## src/rtl/ppt_cfg.svh

```systemverilog
`ifndef PPT_CFG_SVH
`define PPT_CFG_SVH

// ****************************************************************
// Register byte addresses
// ****************************************************************
`define PPT_ADDR_MAIN_CTL1   32'h0262032C
`define PPT_ADDR_MEM_CTL1    32'h02620334
`define PPT_ADDR_PKT_CTL1    32'h0262033C
`define PPT_ADDR_MAIN_SEC    32'h02310108
`define PPT_ADDR_MAIN_RATIO  32'h02310110
`define PPT_ADDR_STATUS      32'h02310114
`define PPT_ADDR_RATE_INFO   32'h02310118

// ****************************************************************
// Field positions
// ****************************************************************
`define PPT_SAT_BIT          6
`define PPT_ODIV_LSB         19
`define PPT_ODIV_MSB         22
`define PPT_ODIV_DIV2        4'h1
`define PPT_MULT_LSB         0
`define PPT_DIV_LSB          16
`define PPT_BYPASS_BIT       31
`define PPT_LOOPS            3

// ****************************************************************
// Reset values
// ****************************************************************
`define PPT_CTL1_RST         32'h00000000
`define PPT_SEC_RST          32'h00000000
`define PPT_RATIO_RST        32'h80000000

// ****************************************************************
// Bus answers and timing
// ****************************************************************
`define PPT_RESP_OKAY        2'h0
`define PPT_RESP_SLVERR      2'h2
`define PPT_CLK_PERIOD_NS    40
`define PPT_LOCK_TIME_NS     50000
`define PPT_LOCK_CYCLES \
	((`PPT_LOCK_TIME_NS + `PPT_CLK_PERIOD_NS - 1) / `PPT_CLK_PERIOD_NS)

`endif

```

## src/rtl/ppt_pkg.sv

```systemverilog
package ppt_pkg;

	typedef logic [31:0] ppt_word_type;

	typedef struct packed {
		logic         wr;
		logic         rd;
		ppt_word_type waddr;
		ppt_word_type raddr;
		ppt_word_type wdata;
		logic [3:0]   wstrb;
	} ppt_reg_req_type;

	typedef struct packed {
		logic         wr_ok;
		logic         rd_ok;
		ppt_word_type rdata;
	} ppt_reg_rsp_type;

	typedef enum logic [1:0] {
		PPT_ST_SETTLE = 2'b01,
		PPT_ST_LOCKED = 2'b10
	} ppt_lock_state_type;

endpackage : ppt_pkg

```

## src/rtl/ppt_axil_slave.sv

```systemverilog
`timescale 1ns/100ps
`include "ppt_cfg.svh"

module ppt_axil_slave (
	input  wire logic                     aclk,
	input  wire logic                     aresetn,
	input  wire logic [31:0]              s_axi_awaddr,
	input  wire logic                     s_axi_awvalid,
	output logic                          s_axi_awready,
	input  wire logic [31:0]              s_axi_wdata,
	input  wire logic [3:0]               s_axi_wstrb,
	input  wire logic                     s_axi_wvalid,
	output logic                          s_axi_wready,
	output logic [1:0]                    s_axi_bresp,
	output logic                          s_axi_bvalid,
	input  wire logic                     s_axi_bready,
	input  wire logic [31:0]              s_axi_araddr,
	input  wire logic                     s_axi_arvalid,
	output logic                          s_axi_arready,
	output logic [31:0]                   s_axi_rdata,
	output logic [1:0]                    s_axi_rresp,
	output logic                          s_axi_rvalid,
	input  wire logic                     s_axi_rready,
	output ppt_pkg::ppt_reg_req_type      reg_req,
	input  wire ppt_pkg::ppt_reg_rsp_type reg_rsp
);
	import ppt_pkg::*;

	// ************************************************************
	// Write channels
	// ************************************************************
	logic         aw_held;
	logic         w_held;
	ppt_word_type awaddr_q;
	ppt_word_type wdata_q;
	logic [3:0]   wstrb_q;

	wire aw_take    = s_axi_awvalid & s_axi_awready;
	wire w_take     = s_axi_wvalid & s_axi_wready;
	// Fire only from held copies; costs a cycle, keeps muxing out
	wire do_write   = aw_held & w_held & ~s_axi_bvalid;
	wire next_aw_held = (aw_held & ~do_write) | aw_take;
	wire next_w_held  = (w_held & ~do_write) | w_take;

	always_ff @(posedge aclk) begin
		if (!aresetn) begin
			aw_held       <= 1'b0;
			w_held        <= 1'b0;
			s_axi_awready <= 1'b0;
			s_axi_wready  <= 1'b0;
			s_axi_bvalid  <= 1'b0;
			s_axi_bresp   <= `PPT_RESP_OKAY;
		end else begin
			aw_held       <= next_aw_held;
			w_held        <= next_w_held;
			s_axi_awready <= ~next_aw_held;
			s_axi_wready  <= ~next_w_held;
			if (do_write) begin
				s_axi_bvalid <= 1'b1;
				s_axi_bresp  <= reg_rsp.wr_ok ? `PPT_RESP_OKAY
				                              : `PPT_RESP_SLVERR;
			end else if (s_axi_bready) begin
				s_axi_bvalid <= 1'b0;
			end
		end
	end

	always_ff @(posedge aclk) begin
		if (aw_take) begin
			awaddr_q <= s_axi_awaddr;
		end
		if (w_take) begin
			wdata_q <= s_axi_wdata;
			wstrb_q <= s_axi_wstrb;
		end
	end

	// ************************************************************
	// Read channels
	// ************************************************************
	wire ar_take      = s_axi_arvalid & s_axi_arready;
	wire next_rvalid  = ar_take | (s_axi_rvalid & ~s_axi_rready);

	always_ff @(posedge aclk) begin
		if (!aresetn) begin
			s_axi_arready <= 1'b0;
			s_axi_rvalid  <= 1'b0;
			s_axi_rdata   <= 32'h00000000;
			s_axi_rresp   <= `PPT_RESP_OKAY;
		end else begin
			s_axi_arready <= ~next_rvalid;
			s_axi_rvalid  <= next_rvalid;
			if (ar_take) begin
				s_axi_rdata <= reg_rsp.rd_ok ? reg_rsp.rdata : 32'h00000000;
				s_axi_rresp <= reg_rsp.rd_ok ? `PPT_RESP_OKAY
				                             : `PPT_RESP_SLVERR;
			end
		end
	end

	assign reg_req.wr    = do_write;
	assign reg_req.rd    = ar_take;
	assign reg_req.waddr = awaddr_q;
	assign reg_req.raddr = s_axi_araddr;
	assign reg_req.wdata = wdata_q;
	assign reg_req.wstrb = wstrb_q;

endmodule : ppt_axil_slave

```

## src/rtl/ppt_rate_gen.sv

```systemverilog
`timescale 1ns/100ps

module ppt_rate_gen #(
	parameter int RATE_W = 16
) (
	input  wire logic              aclk,
	input  wire logic              aresetn,
	input  wire logic              run,
	input  wire logic [RATE_W-1:0] numer,
	input  wire logic [RATE_W-1:0] denom,
	output logic                   tick
);
	// ************************************************************
	// Phase accumulator
	// ************************************************************
	// At most one tick per reference cycle: ratios above one clamp
	logic [RATE_W:0] acc;

	wire [RATE_W-1:0] num_eff  = (numer > denom) ? denom : numer;
	wire [RATE_W:0]   acc_sum  = acc + {1'b0, num_eff};
	wire              wrap     = (acc_sum >= {1'b0, denom});
	wire [RATE_W:0]   next_acc = wrap ? acc_sum - {1'b0, denom} : acc_sum;

	always_ff @(posedge aclk) begin
		if (!aresetn || !run) begin
			acc  <= '0;
			tick <= 1'b0;
		end else begin
			acc  <= next_acc;
			tick <= wrap;
		end
	end

endmodule : ppt_rate_gen

```

## src/rtl/ppt_pll_post_boot_tuning.sv

```systemverilog
`timescale 1ns/100ps
`include "ppt_cfg.svh"

// Functional notes
// Software retunes main loop after boot
// Software sets saturation enable, all loops
// Saturation enable holds zero after boot
// Control-one registers at fixed loop addresses
// Read-modify-write keeps other bits intact
// Run loops near maximum frequency
// Main loop doubled, output divided by two
// Divider bits 22:19, code 0001 halves
// Output is ref times M+1 over 2(D+1)
// Downstream stays on bypass until relock; bypass_active follows ratio bit 31 one cycle after the write, and with it low ticks stay off until relock
module ppt_pll_post_boot_tuning #(
	parameter int MULT_W      = 8,
	parameter int DIV_W       = 6,
	parameter int RATE_W      = 16,
	parameter int LOCK_CYCLES = `PPT_LOCK_CYCLES
) (
	input  wire logic        aclk,
	input  wire logic        aresetn,
	input  wire logic [31:0] s_axi_awaddr,
	input  wire logic        s_axi_awvalid,
	output logic             s_axi_awready,
	input  wire logic [31:0] s_axi_wdata,
	input  wire logic [3:0]  s_axi_wstrb,
	input  wire logic        s_axi_wvalid,
	output logic             s_axi_wready,
	output logic [1:0]       s_axi_bresp,
	output logic             s_axi_bvalid,
	input  wire logic        s_axi_bready,
	input  wire logic [31:0] s_axi_araddr,
	input  wire logic        s_axi_arvalid,
	output logic             s_axi_arready,
	output logic [31:0]      s_axi_rdata,
	output logic [1:0]       s_axi_rresp,
	output logic             s_axi_rvalid,
	input  wire logic        s_axi_rready,
	output wire logic [2:0]  saturation_enable,
	output wire logic [2:0]  loop_locked,
	output logic [3:0]       main_output_divider,
	output logic             bypass_active,
	output logic             main_output_tick
);
	import ppt_pkg::*;

	localparam int LOCK_W = $clog2(LOCK_CYCLES + 1);
	localparam logic [LOCK_W-1:0] LOCK_LAST = LOCK_W'(LOCK_CYCLES - 1);

	// ************************************************************
	// Decode helpers
	// ************************************************************
	function automatic logic [2:0] loop_sel(input ppt_word_type a);
		loop_sel = {a == `PPT_ADDR_PKT_CTL1,
		            a == `PPT_ADDR_MEM_CTL1,
		            a == `PPT_ADDR_MAIN_CTL1};
	endfunction : loop_sel

	function automatic ppt_word_type merge(input ppt_word_type old_v,
	                                       input ppt_word_type new_v,
	                                       input logic [3:0]   strb);
		ppt_word_type m;
		m = old_v;
		for (int b = 0; b < 4; b++) begin
			if (strb[b]) begin
				m[b*8 +: 8] = new_v[b*8 +: 8];
			end
		end
		merge = m;
	endfunction : merge

	// ************************************************************
	// Bus slave
	// ************************************************************
	ppt_reg_req_type req;
	ppt_reg_rsp_type rsp;

	ppt_axil_slave u_bus (
		.aclk          (aclk),
		.aresetn       (aresetn),
		.s_axi_awaddr  (s_axi_awaddr),
		.s_axi_awvalid (s_axi_awvalid),
		.s_axi_awready (s_axi_awready),
		.s_axi_wdata   (s_axi_wdata),
		.s_axi_wstrb   (s_axi_wstrb),
		.s_axi_wvalid  (s_axi_wvalid),
		.s_axi_wready  (s_axi_wready),
		.s_axi_bresp   (s_axi_bresp),
		.s_axi_bvalid  (s_axi_bvalid),
		.s_axi_bready  (s_axi_bready),
		.s_axi_araddr  (s_axi_araddr),
		.s_axi_arvalid (s_axi_arvalid),
		.s_axi_arready (s_axi_arready),
		.s_axi_rdata   (s_axi_rdata),
		.s_axi_rresp   (s_axi_rresp),
		.s_axi_rvalid  (s_axi_rvalid),
		.s_axi_rready  (s_axi_rready),
		.reg_req       (req),
		.reg_rsp       (rsp)
	);

	// ************************************************************
	// Address decode
	// ************************************************************
	ppt_word_type ctl1 [`PPT_LOOPS];
	ppt_word_type main_pll_secondary_control;
	ppt_word_type main_pll_ratio;

	wire [2:0] wr_sel    = loop_sel(req.waddr);
	wire [2:0] rd_sel    = loop_sel(req.raddr);
	wire       wr_sec    = (req.waddr == `PPT_ADDR_MAIN_SEC);
	wire       wr_ratio  = (req.waddr == `PPT_ADDR_MAIN_RATIO);
	wire       rd_sec    = (req.raddr == `PPT_ADDR_MAIN_SEC);
	wire       rd_ratio  = (req.raddr == `PPT_ADDR_MAIN_RATIO);
	wire       rd_status = (req.raddr == `PPT_ADDR_STATUS);
	wire       rd_info   = (req.raddr == `PPT_ADDR_RATE_INFO);
	wire       touch_main = req.wr & (wr_sec | wr_ratio);

	// ************************************************************
	// Main loop settings
	// ************************************************************
	always_ff @(posedge aclk) begin
		if (!aresetn) begin
			main_pll_secondary_control <= `PPT_SEC_RST;
			main_pll_ratio             <= `PPT_RATIO_RST;
		end else begin
			if (req.wr && wr_sec) begin
				main_pll_secondary_control <= merge(
					main_pll_secondary_control, req.wdata,
					req.wstrb);
			end
			if (req.wr && wr_ratio) begin
				main_pll_ratio <= merge(main_pll_ratio, req.wdata,
				                        req.wstrb);
			end
		end
	end

	wire [3:0] odiv = main_pll_secondary_control[
		`PPT_ODIV_MSB:`PPT_ODIV_LSB];
	wire [MULT_W-1:0] loop_multiplier_field =
		main_pll_ratio[`PPT_MULT_LSB +: MULT_W];
	wire [DIV_W-1:0] loop_divider_field =
		main_pll_ratio[`PPT_DIV_LSB +: DIV_W];

	// ************************************************************
	// Output rate: ref * (M+1) / ((D+1) * (code+1))
	// ************************************************************
	// Code 0001 gives the divide-by-two of the tuned setting
	wire [RATE_W-1:0]   numer  = RATE_W'(loop_multiplier_field)
	                           + RATE_W'(1);
	wire [RATE_W-1:0]   den_d  = RATE_W'(loop_divider_field)
	                           + RATE_W'(1);
	wire [RATE_W-1:0]   den_o  = RATE_W'(odiv) + RATE_W'(1);
	wire [2*RATE_W-1:0] den_p  = den_d * den_o;
	wire [RATE_W-1:0]   denom  = den_p[RATE_W-1:0];
	wire                div2_on = (odiv == `PPT_ODIV_DIV2);

	// ************************************************************
	// Per-loop control and relock timing
	// ************************************************************
	wire [2:0] lk;

	for (genvar i = 0; i < `PPT_LOOPS; i++) begin : g_loop
		localparam logic IS_MAIN = (i == 0);
		ppt_lock_state_type state;
		ppt_lock_state_type next_state;
		logic [LOCK_W-1:0]  cnt;
		logic               locked_q;

		// Any retune restarts the settle window of that loop
		wire touch = (req.wr & wr_sel[i]) | (IS_MAIN & touch_main);

		always_ff @(posedge aclk) begin
			if (!aresetn) begin
				ctl1[i] <= `PPT_CTL1_RST;
			end else if (req.wr && wr_sel[i]) begin
				ctl1[i] <= merge(ctl1[i], req.wdata, req.wstrb);
			end
		end

		always_comb begin
			next_state = state;
			case (state)
				PPT_ST_SETTLE: begin
					if (!touch && cnt == LOCK_LAST) begin
						next_state = PPT_ST_LOCKED;
					end
				end
				PPT_ST_LOCKED: begin
					if (touch) begin
						next_state = PPT_ST_SETTLE;
					end
				end
				default: begin
					next_state = PPT_ST_SETTLE;
				end
			endcase
		end

		always_ff @(posedge aclk) begin
			if (!aresetn) begin
				state    <= PPT_ST_SETTLE;
				cnt      <= '0;
				locked_q <= 1'b0;
			end else begin
				state    <= next_state;
				cnt      <= (touch || state == PPT_ST_LOCKED) ? '0
				          : cnt + LOCK_W'(1);
				locked_q <= (next_state == PPT_ST_LOCKED);
			end
		end

		assign lk[i]                = locked_q;
		assign saturation_enable[i] = ctl1[i][`PPT_SAT_BIT];
	end

	assign loop_locked = lk;

	// ************************************************************
	// Main output path
	// ************************************************************
	logic gen_tick;

	// Gated while unlocked so a settling loop never leaks out
	ppt_rate_gen #(
		.RATE_W (RATE_W)
	) u_rate (
		.aclk    (aclk),
		.aresetn (aresetn),
		.run     (lk[0] & ~bypass_active),
		.numer   (numer),
		.denom   (denom),
		.tick    (gen_tick)
	);

	always_ff @(posedge aclk) begin
		if (!aresetn) begin
			bypass_active       <= 1'b1;
			main_output_divider <= 4'h0;
			main_output_tick    <= 1'b0;
		end else begin
			bypass_active       <= main_pll_ratio[`PPT_BYPASS_BIT];
			main_output_divider <= odiv;
			main_output_tick    <= bypass_active | gen_tick;
		end
	end

	// ************************************************************
	// Read data and answers
	// ************************************************************
	wire [31:0] rd_loop = ({32{rd_sel[0]}} & ctl1[0])
	                    | ({32{rd_sel[1]}} & ctl1[1])
	                    | ({32{rd_sel[2]}} & ctl1[2]);
	wire [31:0] status  = {27'h0000000, div2_on, bypass_active, lk};
	wire [31:0] info    = {denom[15:0], numer[15:0]};

	assign rsp.wr_ok = (|wr_sel) | wr_sec | wr_ratio;
	assign rsp.rd_ok = (|rd_sel) | rd_sec | rd_ratio | rd_status
	                 | rd_info;
	assign rsp.rdata = rd_loop
	                 | ({32{rd_sec}} & main_pll_secondary_control)
	                 | ({32{rd_ratio}} & main_pll_ratio)
	                 | ({32{rd_status}} & status)
	                 | ({32{rd_info}} & info);

endmodule : ppt_pll_post_boot_tuning

```

## config.mk

```make
export PLATFORM = sky130hd
export DESIGN_NAME = ppt_pll_post_boot_tuning
export DESIGN_NICKNAME = d
export VERILOG_FILES = /design/src/rtl/ppt_pkg.sv /design/src/rtl/ppt_axil_slave.sv /design/src/rtl/ppt_rate_gen.sv /design/src/rtl/ppt_pll_post_boot_tuning.sv
export VERILOG_INCLUDE_DIRS = /design/src /design/src/rtl
export SDC_FILE = /design/constraint.sdc
export NUM_CORES = 1
export LEC_CHECK = 0
export BUFFER_PORTS_ARGS = -buffer_cell sky130_fd_sc_hd__buf_4
export CAP_MARGIN = 20
export CORE_MARGIN = 10
export CORE_UTILIZATION = 30
export CTS_CLUSTER_DIAMETER = 80
export CTS_CLUSTER_SIZE = 28
export DETAILED_ROUTE_END_ITERATION = 8
export PLACE_DENSITY = 0.47
export SETUP_SLACK_MARGIN = 0.1
export SYNTH_ARGS = -nofsm -noshare
export SYNTH_HDL_FRONTEND = slang
export SYNTH_SLANG_ARGS = --single-unit
```

## constraint.sdc

```tcl
create_clock -name aclk -period 24.2 [get_ports aclk]
set_clock_uncertainty 0.05 [all_clocks]
set_input_delay 4.84 -clock aclk [delete_from_list [all_inputs] [get_ports aclk]]
set_output_delay 4.84 -clock aclk [all_outputs]
set_load 0.05 [all_outputs]
```

==> results of run 1 <==
==> power by group <==
group / switching, mW / total (mW) / internal (mW)
clock network: 0.248 / 0.484 / 0.236
registers: 0.00991 / 0.619 / 0.609
logic: 0.0381 / 0.0620 / 0.0238
==> cell usage after synthesis (all sizes together), types with 5 or more instances <==
cell type,count,area [um2]
a211oi,11,100.1
and3,80,500.5
o211ai,7,52.55
clkbuf,59,222.7
a21oi,94,481.7
nor2b,13,81.33
and4,5,43.79
xor2,33,289.0
nor4b,7,61.31
a21o,19,142.6
a22oi,6,45.04
buf,20,141.4
and2,55,344.1
a222oi,33,330.3
dfxtp,171,3423
nor4bb,5,50.05
or2,13,81.33
mux2i,55,550.5
o21a,15,112.6
nor2,153,590.6
edfxtp,164,4925
ha,70,875.8
xnor2,32,280.3
inv,68,255.2
nand3,35,175.2
nor3,20,105.1
nand3b,5,37.54
nor3b,7,62.56
fa,17,340.3
nand4,15,93.84
nand2,130,488.0
o21ai,52,260.2
nor4,10,62.56
or3,8,50.05
nand2b,13,81.33
a221oi,23,201.4
==> critical path, delay by kind of cell (launching register included) <==
family / cells / cell delay [ps]
simple gates: 12 / 2430
xor+xnor: 2 / 580
buf+inv: 3 / 400
flops: 1 / 590
fa+ha+maj: 8 / 3270
compound gates: 9 / 1770
mux: 1 / 360
==> area by class of cell <==
cell class / instances / area, um2 / area share, %
multi-input combinational: 1089 / 7451 / 38.77
tap: 696 / 870.8 / 4.532
clock buffer: 29 / 693.2 / 3.607
inverter: 68 / 255.2 / 1.328
timing repair buffer: 174 / 1306 / 6.797
sequential: 335 / 8348 / 43.44
clock inverter: 21 / 292.8 / 1.524
==> cells by family (layout without fill, tap and decap cells) <==
kind of cell	count (synthesis)	after routing	synth area share, %
buffers and inverters	147	292	3.783
flip-flops	335	335	50.99
AO/OA/AOI/OAI	293	293	12.60
XOR/XNOR	65	65	3.477
multiplexers	59	59	3.637
adder cells (fa/ha/maj)	87	87	7.428
AND/OR/NAND/NOR	580	580	18.07
other	1	5	0.02290
==> flip-flops by register name (all words and copies together), names as in the netlist, 4 cells and up <==
| name | flops |
|---|---|
| g_loop.state | 6 |
| main_pll_secondary_control | 32 |
| u_bus.awaddr_q | 32 |
| u_rate.acc | 17 |
| g_loop.cnt | 33 |
| u_bus.wdata_q | 32 |
| u_bus.s_axi_rdata | 32 |
| ctl1 | 96 |
| main_output_divider | 4 |
| main_pll_ratio | 32 |
| u_bus.wstrb_q | 4 |
==> per-layer routing <==
layer  GRT usage, %  vias up
met1          20.01     6012
li1               -     5929
met4          3.250        0
met5              0        -
met2          24.87      350
met3          3.208       57
==> stage by stage <==
step           total power, mW  area [um2]  hold slack (ps)  util, %  worst slack (ps)
5_1_grt                  1.207       19220            420.3    35.64             14000
3_3_place_gp            0.6939       18220            385.3    33.80             14990
2_1_floorplan           0.6626       16390            361.4        -             15930
6_report                 1.165       19220            407.6    35.64             14650
4_1_cts                  1.180       19210            405.5    35.63             14690
3_5_place_dp            0.6949       18220            393.0    33.80             14770
==> worst paths after layout <==
path                                                     start                   end  slack (ps)  cells after the start
worst max-delay path            main_pll_secondary_control[19]         u_rate.acc[2]       14650                     35
worst min-delay path                      u_bus.s_axi_rdata[4]  u_bus.s_axi_rdata[4]         410                      1
worst max register to register  main_pll_secondary_control[19]         u_rate.acc[2]       14650                     35
worst min register to register            u_bus.s_axi_rdata[4]  u_bus.s_axi_rdata[4]         410                      1
==> results.py, run 1 <==
metrics = {
    "sta": {
        "worst_slew_pin_slew_ps": 1037,
        "period_needed_ps": 9552,
        "grt_setup_unrepaired": "no",
        "slew_headroom_pct": 30.40,
        "finalHoldViolCount": 0,
        "tns_ps": 0,
        "max_freq_mhz": 104.7,
        "finalSetupViolCount": 0,
        "finalCritPeriodShare_pct": 39.47,
        "maxSlewViolCount": 0,
    },
    "worst_setup_path": {
        "worst_path_most_repeated_cell": "ha_1",
        "crit_type": "register to register",
        "startpoint_type": "register",
        "end_kind": "register",
        "critPathSlowestCell": "dfxtp_1",
        "max_stage_delay_ps": 590,
        "critical_path_required_ps": 24630,
        "crit_arrival_ps": 9990,
        "worstPathMaxFanout": 17,
    },
    "clock_network": {
        "clkSinkCount": 335,
        "worstSkewPairLatency_ps": 600,
        "post_cts_buffers": 0,
        "post_cts_resized": 0,
        "tritoncts": "done",
        "cts_max_level": 1,
        "cts.clk_slew.worst_paths_ps": 70,
        "ctsLongestPathBuffers": 3,
        "ctsHoldBuffers": 0,
        "cts_buffers": 27,
        "cts-root-buf": "clkbuf_16",
    },
    "placement": {
        "hpwl_um": 34540,
        "placedCellCount": 2361,
        "gp_congestion": 0.8446,
        "portBuffers": 157,
    },
    "layout": {
        "layout-drive-gt1-share_pct": 15.09,
        "final_cell_mix": "174 x buf_4, 171 x dfxtp_1, 164 x edfxtp_1",
        "fin_cells": 2412,
        "mostFrequentLayoutCell": "buf_4",
        "fillers": 5397,
        "syn_to_final_growth_pct": 17.37,
        "final_nets": 1889,
        "n_antenna_cell": 0,
    },
    "die": {
        "die_y_um": 253.6,
        "core_um2": 53920,
        "initial_utilization_pct": 30.37,
        "die_area_um2": 64320,
        "dieWidth_um": 253.6,
        "ios": 160,
        "rows": 85,
    },
    "grt": {
        "grt_pass1_vias": 12584,
        "antenna_found_initial": 1,
        "grt_first_pass_wirelength_um": 75960,
        "track_usage_pct": 15.10,
        "grt_overflow": 0,
        "grt_max_degree": 58,
    },
    "outcome": {
        "status": "finished, final reports clean",
    },
    "routing": {
        "wl_met3_um": 3204,
        "post_drt_wl_per_cell_um": 20.58,
        "vias": 12348,
        "drt_iter0_drc": 984,
        "antenna_left": 0,
        "drt-total-wl_um": 49640,
        "maxUsedRoutingLayer": "met4",
        "drcViolationCount": 0,
        "wl_met2_um": 22920,
        "drtPass1Iterations": 6,
        "met1_length_um": 22570,
        "viasPerCell": 5.119,
    },
    "synth": {
        "synthArstFlopShare_pct": 0,
        "ys_seq_area_share_pct": 50.99,
        "synth_top_flop_cell": "dfxtp_1",
        "synth_warnings": 0,
        "ys_types": 73,
        "synth.avg_cell_area_um2": 10.45,
        "ys_ff_latch": 335,
        "synth_cells": 1567,
        "synth_edf_count": 164,
        "syn_area_um2": 16370,
    },
    "pwr": {
        "p_leak_nw": 7.869,
        "irDropWorstVdd_mv": 0.04830,
        "power_density_nw_per_um2": 60.62,
    },
    "min_path": {
        "min_path_type": "register to register",
    },
    "flow_run": {
        "maxCapViolations": 0,
    },
}
(Power assumes the default switching activity.)
==> run 2: changes to the inputs <==
- PLACE_DENSITY: 0.47 -> 0.49
- clock period: 24.2 -> 7.8 ns (I/O delays scaled with it)
==> results.py, run 2 (same netlist as run 1, synthesis figures left out) <==
metrics = {
    "outcome": {
        "status": "finished, violations left",
        "violations": "negative setup slack",
    },
    "worst_setup_path": {
        "rr_endpoint": "u_rate.acc[2]",
        "worst-path-buf-inv": 5,
        "end_kind": "register",
        "crit_arrival_ps": 8360,
        "critPathSlowestCell": "fa_1",
        "max_stage_delay_ps": 510,
        "critical_path_required_ps": 8220,
        "cp_top_family": "adder cells",
        "ff2ff_path_depth": 36,
        "rr_startpoint": "main_pll_secondary_control[19]",
        "crit_type": "register to register",
        "cp.depth": 36,
        "worstPathMaxFanout": 6,
        "startpoint_type": "register",
        "reg2reg_setup_slack_ps": -140,
        "cp-startpoint": "main_pll_secondary_control[19]",
        "crit_end": "u_rate.acc[2]",
    },
    "pwr": {
        "irDropWorstVdd_mv": 0.1394,
        "p_clk_share_pct": 39.6,
        "internal_power_mw": 2.642,
        "power_density_nw_per_um2": 172.7,
        "switchingPower_mw": 0.8769,
        "p_leak_nw": 8.435,
        "switching_share_pct": 24.92,
        "seq_power_share_pct": 54.5,
        "combPwrFrac_pct": 5.9,
    },
    "sta": {
        "finalCritPeriodShare_pct": 101.8,
        "max_freq_mhz": 125.9,
        "period_needed_ps": 7944,
        "worst_slew_pin_slew_ps": 1051,
        "grt_setup_unrepaired": "yes",
        "finalSetupViolCount": 16,
        "finalHoldViolCount": 0,
        "slew_headroom_pct": 29.49,
        "maxSlewViolCount": 0,
        "layout_setup_ws_ps": -143.6,
    },
    "layout": {
        "largest_reg_flops": 96,
        "layout-drive-gt1-share_pct": 23.02,
        "mostFrequentLayoutCell": "buf_4",
        "post-route-util_pct": 37.80,
        "largestRegisters": "ctl1: 96 flops, g_loop.cnt: 33 flops",
        "final_cell_mix": "268 x buf_4, 164 x dfxtp_1, 164 x edfxtp_1",
        "n_antenna_cell": 0,
        "syn_to_final_growth_pct": 24.48,
        "final_nets": 1992,
        "max_flop_register": "ctl1",
        "fin_cells": 2512,
    },
    "grt": {
        "grt_first_pass_wirelength_um": 76610,
        "grt_pass1_vias": 12862,
        "antenna_found_initial": 2,
        "grt_overflow": 0,
        "track_usage_pct": 15.17,
        "grt_max_degree": 66,
    },
    "placement": {
        "placedCellCount": 2443,
        "portBuffers": 157,
        "place_ws_ps": -509.3,
        "gp_congestion": 0.8213,
        "hpwl_um": 35290,
    },
    "clock_network": {
        "ctsLongestPathBuffers": 3,
        "tritoncts": "done",
        "ctsHoldBuffers": 0,
        "cts_buffers": 24,
        "cts.clk_slew.worst_paths_ps": 100,
        "clkSinkCount": 335,
        "cts-root-buf": "clkbuf_16",
        "worstSkewPairLatency_ps": 570,
        "cts_max_level": 1,
    },
    "routing": {
        "post_drt_wl_per_cell_um": 19.94,
        "drtPass1Iterations": 7,
        "vias": 12740,
        "viasPerCell": 5.072,
        "drt-total-wl_um": 50090,
        "antenna_left": 0,
        "drt_iter0_drc": 926,
        "drcViolationCount": 0,
    },
    "die": {
        "rows": 85,
        "initial_utilization_pct": 30.37,
        "ios": 160,
        "die_area_um2": 64320,
        "core_um2": 53920,
        "dieWidth_um": 253.6,
        "die_y_um": 253.6,
    },
    "min_path": {
        "min_path_type": "register to register",
        "worstHoldStart": "main_pll_ratio[30]",
    },
    "flow_run": {
        "maxCapViolations": 0,
    },
}
==> run 2: changes by cell type in the layout (fill, tap and decap cells not counted), moves of 5 or more <==
cell,previous run,this run
buf_4,174,268
buf_6,0,8
clkinv_8,10,5
dfxtp_1,171,164
ha_1,70,62
ha_4,0,7
nand3_1,35,30
o21ai_2,0,5
xnor2_1,32,27
==> run 2: final cells by class <==
class	instances	area, um2
repair buffers	280	2182
multi-input cells	1089	7821
clock buffers	26	629.4
fillers	5216	33540
flip-flops and latches	335	8367
well taps	696	870.8
clock inverters	18	256.5
inverters	68	255.2
==> run 2: how the worst min path moves through the flow <==
stage / endpoint / slack (ps) / cells past startpoint
6_report: main_pll_ratio[30] / 410 / 2
5_1_grt: main_pll_ratio[13] / 430 / 2
4_1_cts: main_pll_ratio[13] / 410 / 2
3_5_place_dp: main_pll_ratio[13] / 390 / 2
3_3_place_gp: u_bus.s_axi_rdata[7] / 390 / 1
2_1_floorplan: main_output_tick / 360 / 2
==> run 2: repair_timing <==
item | in CTS | in global routing
resized for setup | 27 | 28
setup buffers | 13 | 11
endpoints found under the setup margin | 18 | 18
pin swaps | 29 | 28
==> run 2: power by group through the flow <==
stage	clock network [mW]	registers [mW]	logic [mW]
finish	1.39	1.92	0.208
global route	1.51	1.92	0.227
CTS	1.44	1.92	0.204
detailed placement	0	1.96	0.201
global placement	0	1.96	0.199
floorplan	0	1.97	0.0871
==> run 2: worst reg2reg max path: cells and delay by family (launching register included) <==
family          cells  cell delay [ps]
fa+ha+maj           9             3010
buf+inv             5              480
mux                 1              200
simple gates       10             1510
compound gates      8             1780
xor+xnor            3              460
flops               1              370
==> run 2: routing by layer <==
metal	GRT usage [%]	share of wire [%]	vias up	routed length (um)
li1	-	-	6128	-
met3	3.269	7.5	56	3756
met1	20.49	45	6153	22540
met2	24.31	46	399	22830
met4	3.574	1.9	4	932
met5	0	0.068	-	34
==> run 2: metrics by stage <==
stage	instance area [um2]	total power, mW	TNS, ps	hold slack [ps]
final	20380	3.519	-1608	406.2
after global routing	20380	3.659	-8992	428.2
after CTS	20170	3.565	-610.1	409.0
after detailed placement	19050	2.161	-7848	394.5
after global placement	19050	2.158	-7076	387.0
after floorplan	16600	2.055	0	361.4
==> run 3: changes to the inputs <==
- BUFFER_PORTS_ARGS: -buffer_cell sky130_fd_sc_hd__buf_4 -> default
- DONT_BUFFER_PORTS: default -> 1
- PLACE_DENSITY: 0.49 -> 0.46
==> results.py, run 3 (same netlist as run 1, synthesis figures left out) <==
metrics = {
    "grt": {
        "grt_pass1_vias": 12213,
        "grt_first_pass_wirelength_um": 76450,
        "track_usage_pct": 15.41,
        "grt_overflow": 0,
        "antenna_found_initial": 4,
        "grt_max_degree": 106,
    },
    "placement": {
        "hpwl_um": 35560,
        "placed_area_um2": 17960,
        "portBuffers": 0,
        "gp_congestion": 0.8722,
    },
    "layout": {
        "layout-drive-gt1-share_pct": 16.57,
        "largest_reg_flops": 96,
        "mostFrequentLayoutCell": "dfxtp_1",
        "multi_input_area_um2": 7899,
        "syn_to_final_growth_pct": 18.69,
        "postLayoutCellArea_um2": 19430,
        "fillers": 5363,
        "final_nets": 1848,
        "max_flop_register": "ctl1",
        "largestRegisters": "ctl1: 96 flops, g_loop.cnt: 33 flops",
        "final_cell_mix": "165 x dfxtp_1, 164 x edfxtp_1, 146 x nor2_1",
        "seqCellArea_um2": 8368,
    },
    "clock_network": {
        "ctsLongestPathBuffers": 3,
        "cts.clk_slew.worst_paths_ps": 110,
        "tritoncts": "done",
        "ctsHoldBuffers": 0,
        "worstSkewPairLatency_ps": 600,
        "cts_buffers": 24,
        "cts_max_level": 1,
        "clkSinkCount": 335,
        "cts-root-buf": "clkbuf_16",
    },
    "pwr": {
        "irDropWorstVdd_mv": 0.1934,
        "power_density_nw_per_um2": 180.8,
        "p_leak_nw": 7.773,
    },
    "sta": {
        "finalCritPeriodShare_pct": 101.9,
        "maxSlewViolCount": 0,
        "tns_ps": -1039,
        "worst_slew_pin_slew_ps": 1064,
        "grt_setup_unrepaired": "yes",
        "max_freq_mhz": 125.8,
        "finalHoldViolCount": 0,
        "slew_headroom_pct": 28.83,
        "period_needed_ps": 7949,
        "layout_setup_ws_ps": -149.3,
        "finalSetupViolCount": 15,
    },
    "worst_setup_path": {
        "max_stage_delay_ps": 530,
        "cp_top_family": "adder cells",
        "worstPathMaxFanout": 6,
        "startpoint_type": "register",
        "critPathSlowestCell": "fa_1",
        "worst-path-buf-inv": 6,
        "crit_type": "register to register",
        "end_kind": "register",
        "crit_arrival_ps": 8370,
        "critical_path_required_ps": 8230,
    },
    "die": {
        "core_um2": 53920,
        "die_y_um": 253.6,
        "die_area_um2": 64320,
        "rows": 85,
        "dieWidth_um": 253.6,
        "initial_utilization_pct": 30.37,
        "ios": 160,
    },
    "routing": {
        "drcViolationCount": 0,
        "drtPass1Iterations": 8,
        "drt_iter0_drc": 980,
        "drt-total-wl_um": 51170,
        "viasPerCell": 5.163,
        "post_drt_wl_per_cell_um": 21.59,
        "vias": 12236,
        "antenna_left": 0,
    },
    "outcome": {
        "violations": "negative setup slack",
        "status": "finished, violations left",
    },
    "flow_run": {
        "maxCapViolations": 0,
    },
    "min_path": {
        "min_path_type": "register to register",
    },
}
[run 3: cell types whose count changed in the layout (fill, tap and decap cells not counted), sizes merged]
cell,previous run,this run
nor2,153,154
diode,0,2
inv,74,79
clkinvlp,3,0
buf,280,135
clkinv,8,7
bufinv,1,0
[run 3: worst paths after layout]
kind,from,to,slack (ps),cells past startpoint
worst max-delay path,main_pll_secondary_control[19],u_rate.acc[3],-150,36
worst min-delay path,main_pll_ratio[8],main_pll_ratio[8],410,2
worst max register to register,main_pll_secondary_control[19],u_rate.acc[3],-150,36
worst min register to register,main_pll_ratio[8],main_pll_ratio[8],410,2
[run 3: final cells by class]
cell class                      instances  share of cell area (%)
Sequential cell                       335                   43.06
Inverter                               68                   1.313
Timing Repair Buffer                  135                   5.756
Antenna cell                            2                 0.02575
Tap cell                              696                   4.481
Clock buffer                           26                   3.129
Multi-Input combinational cell       1090                   40.65
Clock inverter                         18                   1.590
[run 3: worst register-to-register path, delay by kind of cell, from the launching register on]
kind | cells | cell delay, ps
compound gates | 8 | 1440
xor+xnor | 3 | 440
fa+ha+maj | 8 | 2880
buf+inv | 6 | 850
flops | 1 | 370
mux | 1 | 310
simple gates | 10 | 1500
[run 3: through the flow]
step | cells | power, mW | utilization [%] | worst slack, ps | hold WS [ps]
2_1_floorplan | 1571 | 2.055 | - | 114.6 | 361.4
3_3_place_gp | 2293 | 2.099 | 33.31 | -102.9 | 387.7
3_5_place_dp | 2293 | 2.101 | 33.31 | -270.2 | 397.9
4_1_cts | 2354 | 3.557 | 35.46 | -189.4 | 411.1
5_1_grt | 2368 | 3.639 | 36.03 | -483.8 | 429.4
6_report | 2370 | 3.514 | 36.04 | -149.3 | 410.7
[run 3: timing repair]
action / CTS / global route
cloned: 1 / 0
resized for setup: 20 / 46
setup buffers: 16 / 14
pin swaps: 28 / 32
endpoints found under the setup margin: 18 / 18
[run 3: where the power goes]
| group | internal (mW) | total (mW) | switching, mW |
|---|---|---|---|
| sequential | 1.89 | 1.94 | 0.0551 |
| clock | 0.648 | 1.44 | 0.793 |
| combinational | 0.0497 | 0.130 | 0.0807 |
[run 3: routing by layer]
layer / vias up / wire [um] / GRT usage [%]
met3: 59 / 3793 / 4.199
met2: 343 / 23290 / 24.73
met5: - / 24 / 0
met4: 4 / 1019 / 3.010
li1: 5834 / - / -
met1: 5996 / 23040 / 20.47
